## src/inc/wcb_defines.svh

```systemverilog
// constants of the watchdog and pin configuration register block
// assumes a 32-bit axi4-lite slave with byte registers in lane 0
`ifndef WCB_DEFINES_SVH
`define WCB_DEFINES_SVH

// register byte offsets
`define WCB_OFS_WDOG_CFG     32'h0000_0000
`define WCB_OFS_PIN_CFG      32'h0000_0004
`define WCB_OFS_WDOG_CTRL    32'h0000_0008
`define WCB_OFS_STATUS       32'h0000_000c

// watchdog configuration byte fields
`define WCB_WDOG_FORCE_BIT   0
`define WCB_WDOG_PS_LSB      1
`define WCB_WDOG_PS_MSB      4
`define WCB_WDOG_IMPL_MASK   8'h1f
`define WCB_WDOG_RESET       8'h1f

// pin and oscillator configuration byte fields
`define WCB_PIN_CCP2_BIT     0
`define WCB_PIN_PORTB_BIT    1
`define WCB_PIN_T1LP_BIT     2
`define WCB_PIN_FAST_BIT     3
`define WCB_PIN_MSTCLR_BIT   7
`define WCB_PIN_IMPL_MASK    8'h8f
`define WCB_PIN_RESET        8'h8b

// watchdog control and status fields
`define WCB_CTRL_SWEN_BIT    0
`define WCB_CTRL_RESET       1'b0
`define WCB_STAT_WDOG_BIT    0
`define WCB_STAT_CLKRUN_BIT  1
`define WCB_STAT_MSTCLR_BIT  2
`define WCB_STAT_STABLE_BIT  3

`endif

```

## src/inc/wcb_pkg.sv

```systemverilog
// types shared by the configuration register block
// assumes wcb_defines.svh for all numeric constants
package wcb_pkg;
  typedef logic [7:0]  wcb_byte_t;
  typedef logic [15:0] wcb_ratio_t;
  // axi4-lite response codes in bus order
  typedef enum logic [1:0] {WCB_OKAY, WCB_EXOKAY, WCB_SLVERR, WCB_DECERR} wcb_resp_e;
endpackage

```

## src/hdl/wcb_cfg_regs.sv

```systemverilog
// axi4-lite register file for the watchdog and pin configuration bytes
// assumes a single master, one write and one read outstanding at most
//
// Decided for this implementation: the AXI4-Lite interface to the registers and the register offsets.
`timescale 1ns/100ps
`include "wcb_defines.svh"
module wcb_cfg_regs #(
  parameter int AW = 8
) (
  // clock and reset
  input  wire logic          mclk,
  input  wire logic          rstn,
  // axi4-lite write address
  input  wire logic [AW-1:0] awaddr,
  input  wire logic [2:0]    awprot,
  input  wire logic          awvalid,
  output logic               awready,
  // axi4-lite write data
  input  wire logic [31:0]   wdata,
  input  wire logic [3:0]    wstrb,
  input  wire logic          wvalid,
  output logic               wready,
  // axi4-lite write response
  output logic [1:0]         bresp,
  output logic               bvalid,
  input  wire logic          bready,
  // axi4-lite read address
  input  wire logic [AW-1:0] araddr,
  input  wire logic [2:0]    arprot,
  input  wire logic          arvalid,
  output logic               arready,
  // axi4-lite read data
  output logic [31:0]        rdata,
  output logic [1:0]         rresp,
  output logic               rvalid,
  input  wire logic          rready,
  // oscillator status
  input  wire logic          hfOscStable,
  // decoded configuration levels
  output logic               wdogEnable,
  output logic [3:0]         postscaleShift,
  output logic [15:0]        postscaleRatio,
  output logic               masterClearPinEnable,
  output logic               portE3Enable,
  output logic               sysClockRun,
  output logic               t1OscLowPower,
  output logic               portBAnalog,
  output logic               ccp2PinSelect
);

  // the map needs four words of address space
  if (AW < 4 || AW > 32) begin : g_bad_aw
    $error("wcb_cfg_regs: AW must lie in 4..32");
  end

  // held state
  wcb_pkg::wcb_byte_t wdogCfg;
  wcb_pkg::wcb_byte_t pinCfg;
  logic               swWdogEnable;
  logic [AW-1:0]      awAddrHeld;
  logic [31:0]        wDataHeld;
  logic               wLaneHeld;

  // word decode shared by both channels
  function automatic logic mapped(input logic [31:0] a);
    mapped = a == `WCB_OFS_WDOG_CFG || a == `WCB_OFS_PIN_CFG ||
             a == `WCB_OFS_WDOG_CTRL || a == `WCB_OFS_STATUS;
  endfunction

  function automatic logic [1:0] respFor(input logic [31:0] a);
    respFor = mapped(a) ? 2'(wcb_pkg::WCB_OKAY) : 2'(wcb_pkg::WCB_SLVERR);
  endfunction

  // write path: both halves held, then one commit cycle
  wire [31:0] wAddrFull  = 32'(awAddrHeld);
  wire        writeFire  = ~awready & ~wready & ~bvalid;
  wire        wrLane     = writeFire & wLaneHeld;
  wire        wrWdogCfg  = wrLane & (wAddrFull == `WCB_OFS_WDOG_CFG);
  wire        wrPinCfg   = wrLane & (wAddrFull == `WCB_OFS_PIN_CFG);
  wire        wrCtrl     = wrLane & (wAddrFull == `WCB_OFS_WDOG_CTRL);
  wire        awTaken    = awvalid & awready;
  wire        wTaken     = wvalid & wready;
  wire        bDone      = bvalid & bready;

  // read path
  wire [31:0] rAddrFull  = 32'(araddr);
  wire        arTaken    = arvalid & arready;
  wire        rDone      = rvalid & rready;
  wire [31:0] statusWord = {28'h0000000, hfOscStable, masterClearPinEnable, sysClockRun, wdogEnable};
  // unimplemented bits are never stored, and masked again on the way out
  wire [31:0] next_rdata =
    rAddrFull == `WCB_OFS_WDOG_CFG  ? {24'h000000, wdogCfg & `WCB_WDOG_IMPL_MASK} :
    rAddrFull == `WCB_OFS_PIN_CFG   ? {24'h000000, pinCfg & `WCB_PIN_IMPL_MASK} :
    rAddrFull == `WCB_OFS_WDOG_CTRL ? {31'h00000000, swWdogEnable} :
    rAddrFull == `WCB_OFS_STATUS    ? statusWord : 32'h00000000;

  // write address and data capture; each side accepts alone
  always_ff @(posedge mclk or negedge rstn) begin
    if (!rstn) begin
      awready    <= 1'b1;
      wready     <= 1'b1;
      awAddrHeld <= '0;
      wDataHeld  <= 32'h00000000;
      wLaneHeld  <= 1'b0;
    end else begin
      if (awTaken) begin
        awready    <= 1'b0;
        awAddrHeld <= awaddr;
      end else if (bDone) begin
        awready <= 1'b1;
      end
      if (wTaken) begin
        wready    <= 1'b0;
        wDataHeld <= wdata;
        wLaneHeld <= wstrb[0];
      end else if (bDone) begin
        wready <= 1'b1;
      end
    end
  end

  // write response one cycle after both halves are held
  always_ff @(posedge mclk or negedge rstn) begin
    if (!rstn) begin
      bvalid <= 1'b0;
      bresp  <= 2'(wcb_pkg::WCB_OKAY);
    end else if (writeFire) begin
      bvalid <= 1'b1;
      bresp  <= respFor(wAddrFull);
    end else if (bDone) begin
      bvalid <= 1'b0;
    end
  end

  // configuration bytes; only lane 0 carries data, upper bits dropped
  always_ff @(posedge mclk or negedge rstn) begin
    if (!rstn) begin
      wdogCfg      <= `WCB_WDOG_RESET;
      pinCfg       <= `WCB_PIN_RESET;
      swWdogEnable <= `WCB_CTRL_RESET;
    end else begin
      if (wrWdogCfg) wdogCfg <= wDataHeld[7:0] & `WCB_WDOG_IMPL_MASK;
      if (wrPinCfg) pinCfg <= wDataHeld[7:0] & `WCB_PIN_IMPL_MASK;
      if (wrCtrl) swWdogEnable <= wDataHeld[`WCB_CTRL_SWEN_BIT];
    end
  end

  // read channel: data registered in the cycle after the address is taken
  always_ff @(posedge mclk or negedge rstn) begin
    if (!rstn) begin
      arready <= 1'b1;
      rvalid  <= 1'b0;
      rdata   <= 32'h00000000;
      rresp   <= 2'(wcb_pkg::WCB_OKAY);
    end else if (arTaken) begin
      arready <= 1'b0;
      rvalid  <= 1'b1;
      rdata   <= next_rdata;
      rresp   <= respFor(rAddrFull);
    end else if (rDone) begin
      arready <= 1'b1;
      rvalid  <= 1'b0;
    end
  end

  // decode of the stored bytes into control levels
  wcb_cfg_decode u_decode (
    .mclk           (mclk),
    .rstn           (rstn),
    .wdogCfg        (wdogCfg),
    .pinCfg         (pinCfg),
    .swWdogEnable   (swWdogEnable),
    .hfOscStable    (hfOscStable),
    .wdogEnable     (wdogEnable),
    .postscaleShift (postscaleShift),
    .postscaleRatio (postscaleRatio),
    .masterClearPinEnable (masterClearPinEnable),
    .portE3Enable   (portE3Enable),
    .sysClockRun    (sysClockRun),
    .t1OscLowPower  (t1OscLowPower),
    .portBAnalog    (portBAnalog),
    .ccp2PinSelect  (ccp2PinSelect)
  );
endmodule

```

## src/hdl/wcb_cfg_decode.sv

```systemverilog
// registered decode of the two configuration bytes into control levels
// assumes byte inputs stable from the register file, one clock domain
`timescale 1ns/100ps
`include "wcb_defines.svh"
module wcb_cfg_decode (
  // clock and reset
  input  wire logic             mclk,
  input  wire logic             rstn,
  // configuration sources
  input  wire wcb_pkg::wcb_byte_t wdogCfg,
  input  wire wcb_pkg::wcb_byte_t pinCfg,
  input  wire logic             swWdogEnable,
  input  wire logic             hfOscStable,
  // decoded levels
  output logic                  wdogEnable,
  output logic [3:0]            postscaleShift,
  output wcb_pkg::wcb_ratio_t   postscaleRatio,
  output logic                  masterClearPinEnable,
  output logic                  portE3Enable,
  output logic                  sysClockRun,
  output logic                  t1OscLowPower,
  output logic                  portBAnalog,
  output logic                  ccp2PinSelect
);

  // divide ratio is a plain two-power; code 15 gives 32768
  function automatic wcb_pkg::wcb_ratio_t ratioOf(input logic [3:0] code);
    ratioOf = 16'h0001 << code;
  endfunction

  // decode wires
  wire [3:0] psCode     = wdogCfg[`WCB_WDOG_PS_MSB:`WCB_WDOG_PS_LSB];
  wire       forceOn    = wdogCfg[`WCB_WDOG_FORCE_BIT];
  wire       next_wdog  = forceOn | swWdogEnable;
  wire       fastStart  = pinCfg[`WCB_PIN_FAST_BIT];
  wire       next_run   = fastStart | hfOscStable;

  // all outputs registered; reset values follow the unprogrammed bytes, except sysClockRun, which resets low
  always_ff @(posedge mclk or negedge rstn) begin
    if (!rstn) begin
      wdogEnable     <= 1'b1;
      postscaleShift <= 4'hf;
      postscaleRatio <= 16'h8000;
      masterClearPinEnable <= 1'b1;
      portE3Enable   <= 1'b0;
      sysClockRun    <= 1'b0;
      t1OscLowPower  <= 1'b0;
      portBAnalog    <= 1'b1;
      ccp2PinSelect  <= 1'b1;
    end else begin
      wdogEnable     <= next_wdog;
      postscaleShift <= psCode;
      postscaleRatio <= ratioOf(psCode);
      masterClearPinEnable <= pinCfg[`WCB_PIN_MSTCLR_BIT];
      portE3Enable   <= ~pinCfg[`WCB_PIN_MSTCLR_BIT];
      sysClockRun    <= next_run;
      t1OscLowPower  <= pinCfg[`WCB_PIN_T1LP_BIT];
      portBAnalog    <= pinCfg[`WCB_PIN_PORTB_BIT];
      ccp2PinSelect  <= pinCfg[`WCB_PIN_CCP2_BIT];
    end
  end
endmodule

```

## config.mk

```make
export PLATFORM = sky130hd
export DESIGN_NAME = wcb_cfg_regs
export DESIGN_NICKNAME = d
export VERILOG_FILES = /design/src/inc/wcb_pkg.sv /design/src/hdl/wcb_cfg_regs.sv /design/src/hdl/wcb_cfg_decode.sv
export VERILOG_INCLUDE_DIRS = /design/src /design/src/inc
export SDC_FILE = /design/constraint.sdc
export NUM_CORES = 1
export LEC_CHECK = 0
export ABC_CLOCK_PERIOD_IN_PS = 4150
export BUFFER_PORTS_ARGS = -buffer_cell sky130_fd_sc_hd__buf_2
export CAP_MARGIN = 25
export CELL_PAD_IN_SITES_DETAIL_PLACEMENT = 1
export CELL_PAD_IN_SITES_GLOBAL_PLACEMENT = 2
export CORE_ASPECT_RATIO = 0.9
export CORE_MARGIN = 10
export CORE_UTILIZATION = 30
export CTS_CLUSTER_DIAMETER = 50
export DETAILED_ROUTE_END_ITERATION = 8
export GPL_TIMING_DRIVEN = 0
export HOLD_SLACK_MARGIN = 0.06
export PLACE_DENSITY = 0.85
export SKIP_LAST_GASP = 1
export SLEW_MARGIN = 25
export SYNTH_ARGS = -nofsm -noshare
export SYNTH_HDL_FRONTEND = slang
export SYNTH_SLANG_ARGS = --single-unit
```

## constraint.sdc

```tcl
create_clock -name mclk -period 4.15 [get_ports mclk]
set_input_delay 0.83 -clock mclk [delete_from_list [all_inputs] [get_ports mclk]]
set_output_delay 0.83 -clock mclk [all_outputs]
set_load 0.01 [all_outputs]
```

* Word level (Yosys, flattened, before mapping) *
Index checks and enable logic that the tools add are counted.

operators by class
  magnitude comparators = 0
  bitwise logic cells = 17
  equality and inequality tests = 6
  shift-type cells = 1
  mux-type cells = 15
  $add $sub $neg = 0
  divide/modulo/power cells = 0
  reduce and logical (&&, ||, !) cells = 12
  $mul = 0

operators with widths
  kind                    number
  $logic_not A32 Y1       2
  $eq A8 B4 Y1 const B    4
  $eq A8 B3 Y1 const B    2
  $mux W8                 2
  $shl A1 B4 Y16 const A  1
  $and A1 B1 Y1           11
  $mux W1                 9
  $mux W4                 2
  $reduce_bool A2 Y1      4
  $logic_or A1 B1 Y1      6
  $mux W2                 2
  $not A1 Y1              4
  $or A1 B1 Y1            2

word-level totals
  memories = 0
  memory bits (writable) = 0
  output and inout bits = 68
  ROM bits = 0
  bits in latches = 0
  logic and storage cells = 74
  flip-flop bits (word level) = 96

* Depth between registers and ports, before layout *
Gate-level depths: netlist (run 1).

  depth after elaboration = 5
  mapped depth = 4

* Hierarchy *
Synthesis (run 1) repeated with hierarchy kept, for this count alone.

unflattened totals
  cells, all modules = 197
  area, all modules = 2834.0 µm²

by module, submodules not included
  module          times used  area an instance (µm²)  cells an instance
  wcb_cfg_regs    1           1854.3                  147
  wcb_cfg_decode  1           979.7                   50

* Worst setup path before layout (run 1) *
No wires, ideal clock.

  kind = input-to-reg
  start point = input port araddr[5]
  end point = register rdata[4]
  setup slack = 2.252 ns
  arrival = 1.815 ns
  library setup time = 0.083 ns
  cell stages on the path = 4
  buffers on the path = 0
  cell sequence = nor4_1 -> nand2_1 -> or4b_1 -> o21ai_0

on the way
  word-level cells in the longest chain between the ends = 2

RTL lines
  item                         RTL line             text
  start, declared              wcb_cfg_regs.sv:28   input wire logic [AW-1:0] araddr,
  $logic_not A32 Y1 (no line)  n/a
  $mux W8                      wcb_cfg_regs.sv:92   rAddrFull == `WCB_OFS_WDOG_CFG ? {24'h000000, wdogCfg & `WCB_WDOG_IMPL_MASK} :
  end signal, assigned         wcb_cfg_regs.sv:158  rdata <= next_rdata;
  end, declared                wcb_cfg_regs.sv:33   output logic [31:0] rdata,

Every way passes these cells.
A chain may end at the register's enable or synchronous reset.

* Worst setup path in the final report (run 1) *
  start point = register arready
  end point = output port arready

RTL lines
  item                    RTL line             text
  start, declared         wcb_cfg_regs.sv:31   output logic arready,
  start signal, assigned  wcb_cfg_regs.sv:151  arready <= 1'b1;
  start signal, assigned  wcb_cfg_regs.sv:156  arready <= 1'b0;
  start signal, assigned  wcb_cfg_regs.sv:161  arready <= 1'b1;

No word-level cell between the ends.

==> run summary, run 1 <==
status: complete, no violations
Synth area leaders: dfrtp_1, dfstp_2, mux2_2, buf_4, nand2_1
Slew Viols, Final: 0
Chip Height: 110 µm
Cell variety after synth: 28
Finished Core Util: 0.409
drt first pass iters: 4
final hold vios: 0
share of cells above drive strength 1: 0.549
Worst EP required: 3320 ps
antenna-violating nets left: 0
Syn. warnings: 0
port bufs: 69
area post-placement: 3310 µm²
final hold slack: 340 ps
first-pass GRT wire length: 10500 µm
Vias: 1765
maximum vdd ir drop: 0.218 mV
initial antenna violation count: 1
CP Cell Sequence: buf_2
routability cong.: 0.743
FF+latch count, synth: 66
fin crit share: 0.457
vias in the first global route: 2035
syn avg cell area: 13.3 µm²
hold buffers post-CTS: 0
Worst Setup End Kind: primary output
Crit path largest cell delay: 580 ps
Worst path slowest cell: dfstp_2
number of fill cells: 971
Worst Path Max Fanout: 5
power density cells: 545 nW/µm²
setup TNS: 0 ps
gr ovfl total: 0
full die area: 13100 µm²
row count: 32
HP Class: input pin to asynchronous set/reset pin
worst slack, placed: 2020 ps
CTS root buf: clkbuf_8
kind of critical path: flop to primary output
Worst path top cell family by delay: flip-flops
Boundary Pins: 134
Post-CTS Resized: 0
n_diodes: 0
final WL: 6420 µm
CTS H-tree lvls: 3
RSZ-0062 raised after global routing: false
synthesis-to-finish area growth: 31.8%
largest net degree at the start of global routing: 50
fmax: 527 MHz
Clk pin slew, worst setup/hold paths: 70 ps
Min Clock Period, post-route: 1900 ps
Detailed Place HPWL: 5090 µm
design area: 3530 µm²
Leak: 0.00175 µW
post-synthesis sequential area ratio: 0.626
Synth Instances: 202
clk buf depth: 2
synthesized area: 2680 µm²
drt wl/cell: 14.8 µm
# setup viols final: 0
Max-Cap Viols: 0
Synth top area share: 0.420
GR Util All Layers: 0.102
crit path DAT: 1070 ps
Floorplan Core Area: 8650 µm²
Setup WS post-layout: 2250 ps
initial core utilization: 0.310
Worst Path Buf+Inv: 1
Die X-Extent: 120 µm
CTS tree: done
Post-route DRC: 0
nets@finish: 376
Fin Clk Skew: 6.97 ps
Yosys top cell by area: dfrtp_1
CP startpoint kind: flop
First DRT Iteration DRCs: 48
number of setup buffers added after CTS: 0
clk sink count: 66
worst skew pair latency: 350 ps
CTS Buf Count: 9
number of vias per cell: 4.07
-- Yosys cell counts --
cell      instances
mux2_2           30
nor4b_4           1
a22oi_1           3
dfrtp_1          45
or4b_1            1
o41ai_1           1
nor3_1            6
conb_1            1
inv_1             5
nor2b_1           1
mux2i_1           3
nor2_1           12
nor3_2            1
nand2_2           1
a21o_1            1
dfstp_2          21
buf_4            28
nor4_2            1
nand2b_1          4
a21oi_1           1
nor4_1            3
nand2_1          16
nor4_4            1
nand4_1           1
o21ai_0           6
clkbuf_1          5
mux4_2            1
or2_2             2
-- power breakdown --
part | total, µW | switching (µW) | internal [µW]
logic | 396 | 194 | 202
clock network | 604 | 249 | 355
registers | 926 | 103 | 822
-- worst paths after layout --
| check | cells after the start | start | slack (ps) | endpoint |
|---|---|---|---|---|
| worst max-delay path | 1 | arready$_DFFE_PN1P_ | 2250 | arready |
| worst min-delay path | 1 | rstn | 340 | u_decode.postscaleRatio[3]$_DFF_PN0_ |
| worst max register to register | 4 | awAddrHeld[5]$_DFFE_PN0P_ | 2290 | pinCfg[2]$_DFFE_PN0P_ |
| worst min register to register | 0 | wdogCfg[4]$_DFFE_PN1P_ | 360 | u_decode.postscaleShift[3]$_DFF_PN1_ |
| max in group asynchronous | 2 | rstn | 3240 | u_decode.ccp2PinSelect$_DFF_PN1_ |
| min in group mclk | 0 | wdogCfg[4]$_DFFE_PN1P_ | 360 | u_decode.postscaleShift[3]$_DFF_PN1_ |
-- flip-flops by register name, summed over array words and instances (netlist names), 4 cells and up --
register                 count
wDataHeld                    6
wdogCfg                      5
rdata                        6
u_decode.postscaleRatio     16
pinCfg                       5
u_decode.postscaleShift      4
awAddrHeld                   8
-- layer usage --
metal	track usage	wire, µm	up-vias
met1	0.108	2490	842
met2	0.168	3190	61
li1	-	-	845
met3	0.0569	639	15
met4	0.0413	96	2
met5	0	7	-
-- cell families (layout without fill, tap and decap cells) --
kind of cell,after synthesis,after routing,synth area share
buf+inv,38,124,0.0924
flops,66,66,0.626
other cells,1,28,0.00140
simple gates,51,51,0.107
mux,34,34,0.146
compound gates,12,12,0.0275
-- cells in the final DEF (no fill, tap or decap), drive strengths merged --
| cell type | count |
|---|---|
| a21o | 1 |
| a21oi | 1 |
| a22oi | 3 |
| buf | 98 |
| bufinv | 2 |
| clkbuf | 15 |
| clkinv | 3 |
| clkinvlp | 1 |
| conb | 28 |
| dfrtp | 45 |
| dfstp | 21 |
| inv | 5 |
| mux2 | 30 |
| mux2i | 3 |
| mux4 | 1 |
| nand2 | 17 |
| nand2b | 4 |
| nand4 | 1 |
| nor2 | 12 |
| nor2b | 1 |
| nor3 | 7 |
| nor4 | 5 |
| nor4b | 1 |
| o21ai | 6 |
| o41ai | 1 |
| or2 | 2 |
| or4b | 1 |
-- per-stage QoR --
| step | instances | power (µW) |
|---|---|---|
| after global routing | 434 | 2050 |
| after global placement | 417 | 1320 |
| after detailed placement | 418 | 1340 |
| final | 434 | 1930 |
| after CTS | 434 | 1960 |
| after floorplan | 229 | 1180 |
-- final cells by class --
| class | count | area [µm²] | share of cell area |
|---|---|---|---|
| Multi-Input combinational cell | 125 | 857 | 0.242 |
| Timing Repair Buffer | 70 | 375 | 0.106 |
| Inverter | 5 | 18.8 | 0.00531 |
| Clock inverter | 6 | 90.1 | 0.0255 |
| Tap cell | 119 | 149 | 0.0421 |
| Clock buffer | 10 | 138 | 0.0389 |
| Sequential cell | 66 | 1680 | 0.475 |
| Buffer | 33 | 229 | 0.0648 |
Note: power is estimated with default switching activity, not from simulation.
==> run 2, diff against run 1 <==
--- a/config.mk
+++ b/config.mk
@@ -6,19 +6,19 @@
 export SDC_FILE = /design/constraint.sdc
 export NUM_CORES = 1
 export LEC_CHECK = 0
-export ABC_CLOCK_PERIOD_IN_PS = 4150
+export ABC_CLOCK_PERIOD_IN_PS = 1700
 export BUFFER_PORTS_ARGS = -buffer_cell sky130_fd_sc_hd__buf_2
 export CAP_MARGIN = 25
 export CELL_PAD_IN_SITES_DETAIL_PLACEMENT = 1
 export CELL_PAD_IN_SITES_GLOBAL_PLACEMENT = 2
 export CORE_ASPECT_RATIO = 0.9
 export CORE_MARGIN = 10
-export CORE_UTILIZATION = 30
+export CORE_UTILIZATION = 25
 export CTS_CLUSTER_DIAMETER = 50
 export DETAILED_ROUTE_END_ITERATION = 8
 export GPL_TIMING_DRIVEN = 0
 export HOLD_SLACK_MARGIN = 0.06
-export PLACE_DENSITY = 0.85
+export PLACE_DENSITY = 0.75
 export SKIP_LAST_GASP = 1
 export SLEW_MARGIN = 25
 export SYNTH_ARGS = -nofsm -noshare
==> constraint.sdc (replaced) <==
create_clock -name mclk -period 1.7 [get_ports mclk]
set_input_delay 0.34 -clock mclk [delete_from_list [all_inputs] [get_ports mclk]]
set_output_delay 0.34 -clock mclk [all_outputs]
set_load 0.01 [all_outputs]
==> run summary, run 2 (synthesis gave the netlist of run 1 again) <==
status: complete, no violations
largest registers: u_decode.postscaleRatio: 16 flops, awAddrHeld: 8 flops
Crit path largest cell delay: 380 ps (-200 ps)
worst skew pair latency: 330 ps (-20 ps)
HP Class: input pin to flop
Worst Path Buf+Inv: 2 (+1)
full die area: 15300 µm² (+16%)
maximum vdd ir drop: 0.669 mV (+210%)
synthesis-to-finish area growth: 36.2%
Min Clock Period, post-route: 1690 ps
row count: 35 (+9.4%)
initial core utilization: 0.258 (-0.0517)
largest net degree at the start of global routing: 48 (-4.0%)
worst slack, placed: -136 ps (-2150 ps)
register-to-register setup slack: 10 ps (-2280 ps)
Worst Setup End Kind: flop
Setup WS post-layout: 13.1 ps (-2240 ps)
vias in the first global route: 2042 (+0.34%)
Finished Core Util: 0.352 (-0.0569)
Worst Path Max Fanout: 5 (unchanged)
crit path to: wdogCfg[4]$_DFFE_PN1P_
Detailed Place HPWL: 5200 µm (+2.3%)
final WL: 6790 µm (+5.8%)
kind of critical path: flop to flop
nets@finish: 380 (+1.1%)
CTS tree: done
number of fill cells: 1165 (+20%)
gr ovfl total: 0 (unchanged)
commonest non-fill, non-tap cell in the layout: buf_2
clk sink count: 66 (unchanged)
clk buf depth: 2 (unchanged)
Reg-to-Reg End: wdogCfg[4]$_DFFE_PN1P_
port bufs: 69 (unchanged)
Pwr Total: 4920 µW (+160%)
most frequent cells in the layout: buf_2, dfrtp_1, buf_4, conb_1, mux2_2
Post-route DRC: 0 (unchanged)
CP Cell Sequence: nor4_2 > nand2_2 > buf_6 > nor4_4 > buf_6 > mux2_2
number of vias per cell: 4.02 (-1.0%)
CP startpoint kind: flop
fin crit share: 0.992
antenna-violating nets left: 0 (unchanged)
Leak: 0.00179 µW (+2.6%)
critical path's most frequent cell: buf_6
Most flops, register: u_decode.postscaleRatio
Floorplan Core Area: 10400 µm² (+20%)
drt wl/cell: 15.1 µm (+2.5%)
Boundary Pins: 134 (unchanged)
Worst Reg2Reg Path Length in Cells: 6 (+2)
First DRT Iteration DRCs: 78 (+63%)
Slew Viols, Final: 0 (unchanged)
Worst EP required: 1950 ps (-1370 ps)
Die X-Extent: 129 µm (+7.9%)
Chip Height: 118 µm (+7.8%)
max reg flops: 16 (unchanged)
Clk pin slew, worst setup/hold paths: 50 ps (-20 ps)
Fin Clk Skew: 7.48 ps (+0.509 ps)
CTS H-tree lvls: 3 (unchanged)
Worst path slowest cell: dfrtp_1
Worst Setup SP: awAddrHeld[6]$_DFFE_PN0P_
final hold vios: 0 (unchanged)
initial antenna violation count: 1 (unchanged)
Max-Cap Viols: 0 (unchanged)
Vias: 1803 (+2.2%)
FF-to-FF Start: awAddrHeld[6]$_DFFE_PN0P_
share of cells above drive strength 1: 0.549 (-0.000617)
CTS root buf: clkbuf_16
power density cells: 1350 nW/µm² (+150%)
first-pass GRT wire length: 10900 µm (+4.3%)
Worst path top cell family by delay: simple AND/OR/NAND/NOR gates
RSZ-0062 raised after global routing: true
GR Util All Layers: 0.0920 (-0.0102)
n_diodes: 0 (unchanged)
fmax: 593 MHz
crit path DAT: 1940 ps (+870 ps)
routability cong.: 0.672 (-9.5%)
CTS Buf Count: 9 (unchanged)
Min-Delay Path Depth: 2
# setup viols final: 0 (unchanged)
Worst path depth: 6 (+5)
drt first pass iters: 4 (unchanged)
run 2: metal layers:
layer  track usage  up-vias  wire, µm  part of all wire
met5             0        -        12            0.0018
met4        0.0376        2       129             0.019
met3        0.0518       11       639             0.094
met2         0.143       68      3230              0.48
met1         0.101      867      2770              0.41
li1              -      855         -                 -
run 2: worst register-to-register path: stages, from the launching register on:
cell     delay, ps
dfrtp_1        380
nor4_2         290
nand2_2        150
buf_6          150
nor4_4         140
buf_6          160
mux2_2         340
run 2: metrics by stage:
stage | cells | hold WS [ps] | cell area (µm²) | setup TNS [ps]
floorplan | 229 | 44.4 | 2780 | 0
CTS | 447 | 164 | 3610 | -3.76
finish | 448 | 174 | 3650 | 0
global placement | 427 | 355 | 3290 | -818
global route | 448 | 176 | 3650 | -356
detailed placement | 428 | 241 | 3320 | -867
run 2: how the worst min path moves through the flow:
| stage | startpoint | endpoint | slack, ps |
|---|---|---|---|
| 2_1_floorplan | rstn | awAddrHeld[0]$_DFFE_PN0P_ | 40 |
| 3_3_place_gp | wdogCfg[1]$_DFFE_PN1P_ | u_decode.postscaleShift[0]$_DFF_PN1_ | 350 |
| 3_5_place_dp | rstn | u_decode.postscaleRatio[13]$_DFF_PN0_ | 240 |
| 4_1_cts | wvalid | wready$_DFFE_PN1P_ | 160 |
| 5_1_grt | wvalid | wready$_DFFE_PN1P_ | 180 |
| 6_report | wvalid | wready$_DFFE_PN1P_ | 170 |
run 2: cell type report:
type	instances	area, µm²	area share
multi-input combinational	125	881	0.241
clock buffer	11	233	0.0637
clock inverter	5	31.3	0.00857
sequential	66	1680	0.460
inverter	5	18.8	0.00514
buffer	33	229	0.0627
timing repair buffer	74	419	0.115
tap	129	161	0.0442
run 2: timing repair:
action                                  CTS  global route
hold buffers                              1             0
endpoints found under the hold margin    17             0
pin swaps                                 2             3
resized for setup                         1             8
endpoints found under the setup margin   10            11
setup buffers                             2             1
run 2: power by group:
group,switching [µW],internal [µW],total [µW],leakage (µW)
Clock,658,980,1640,0.000129
Sequential,272,2010,2280,0.000789
Combinational,481,519,1000,0.000877
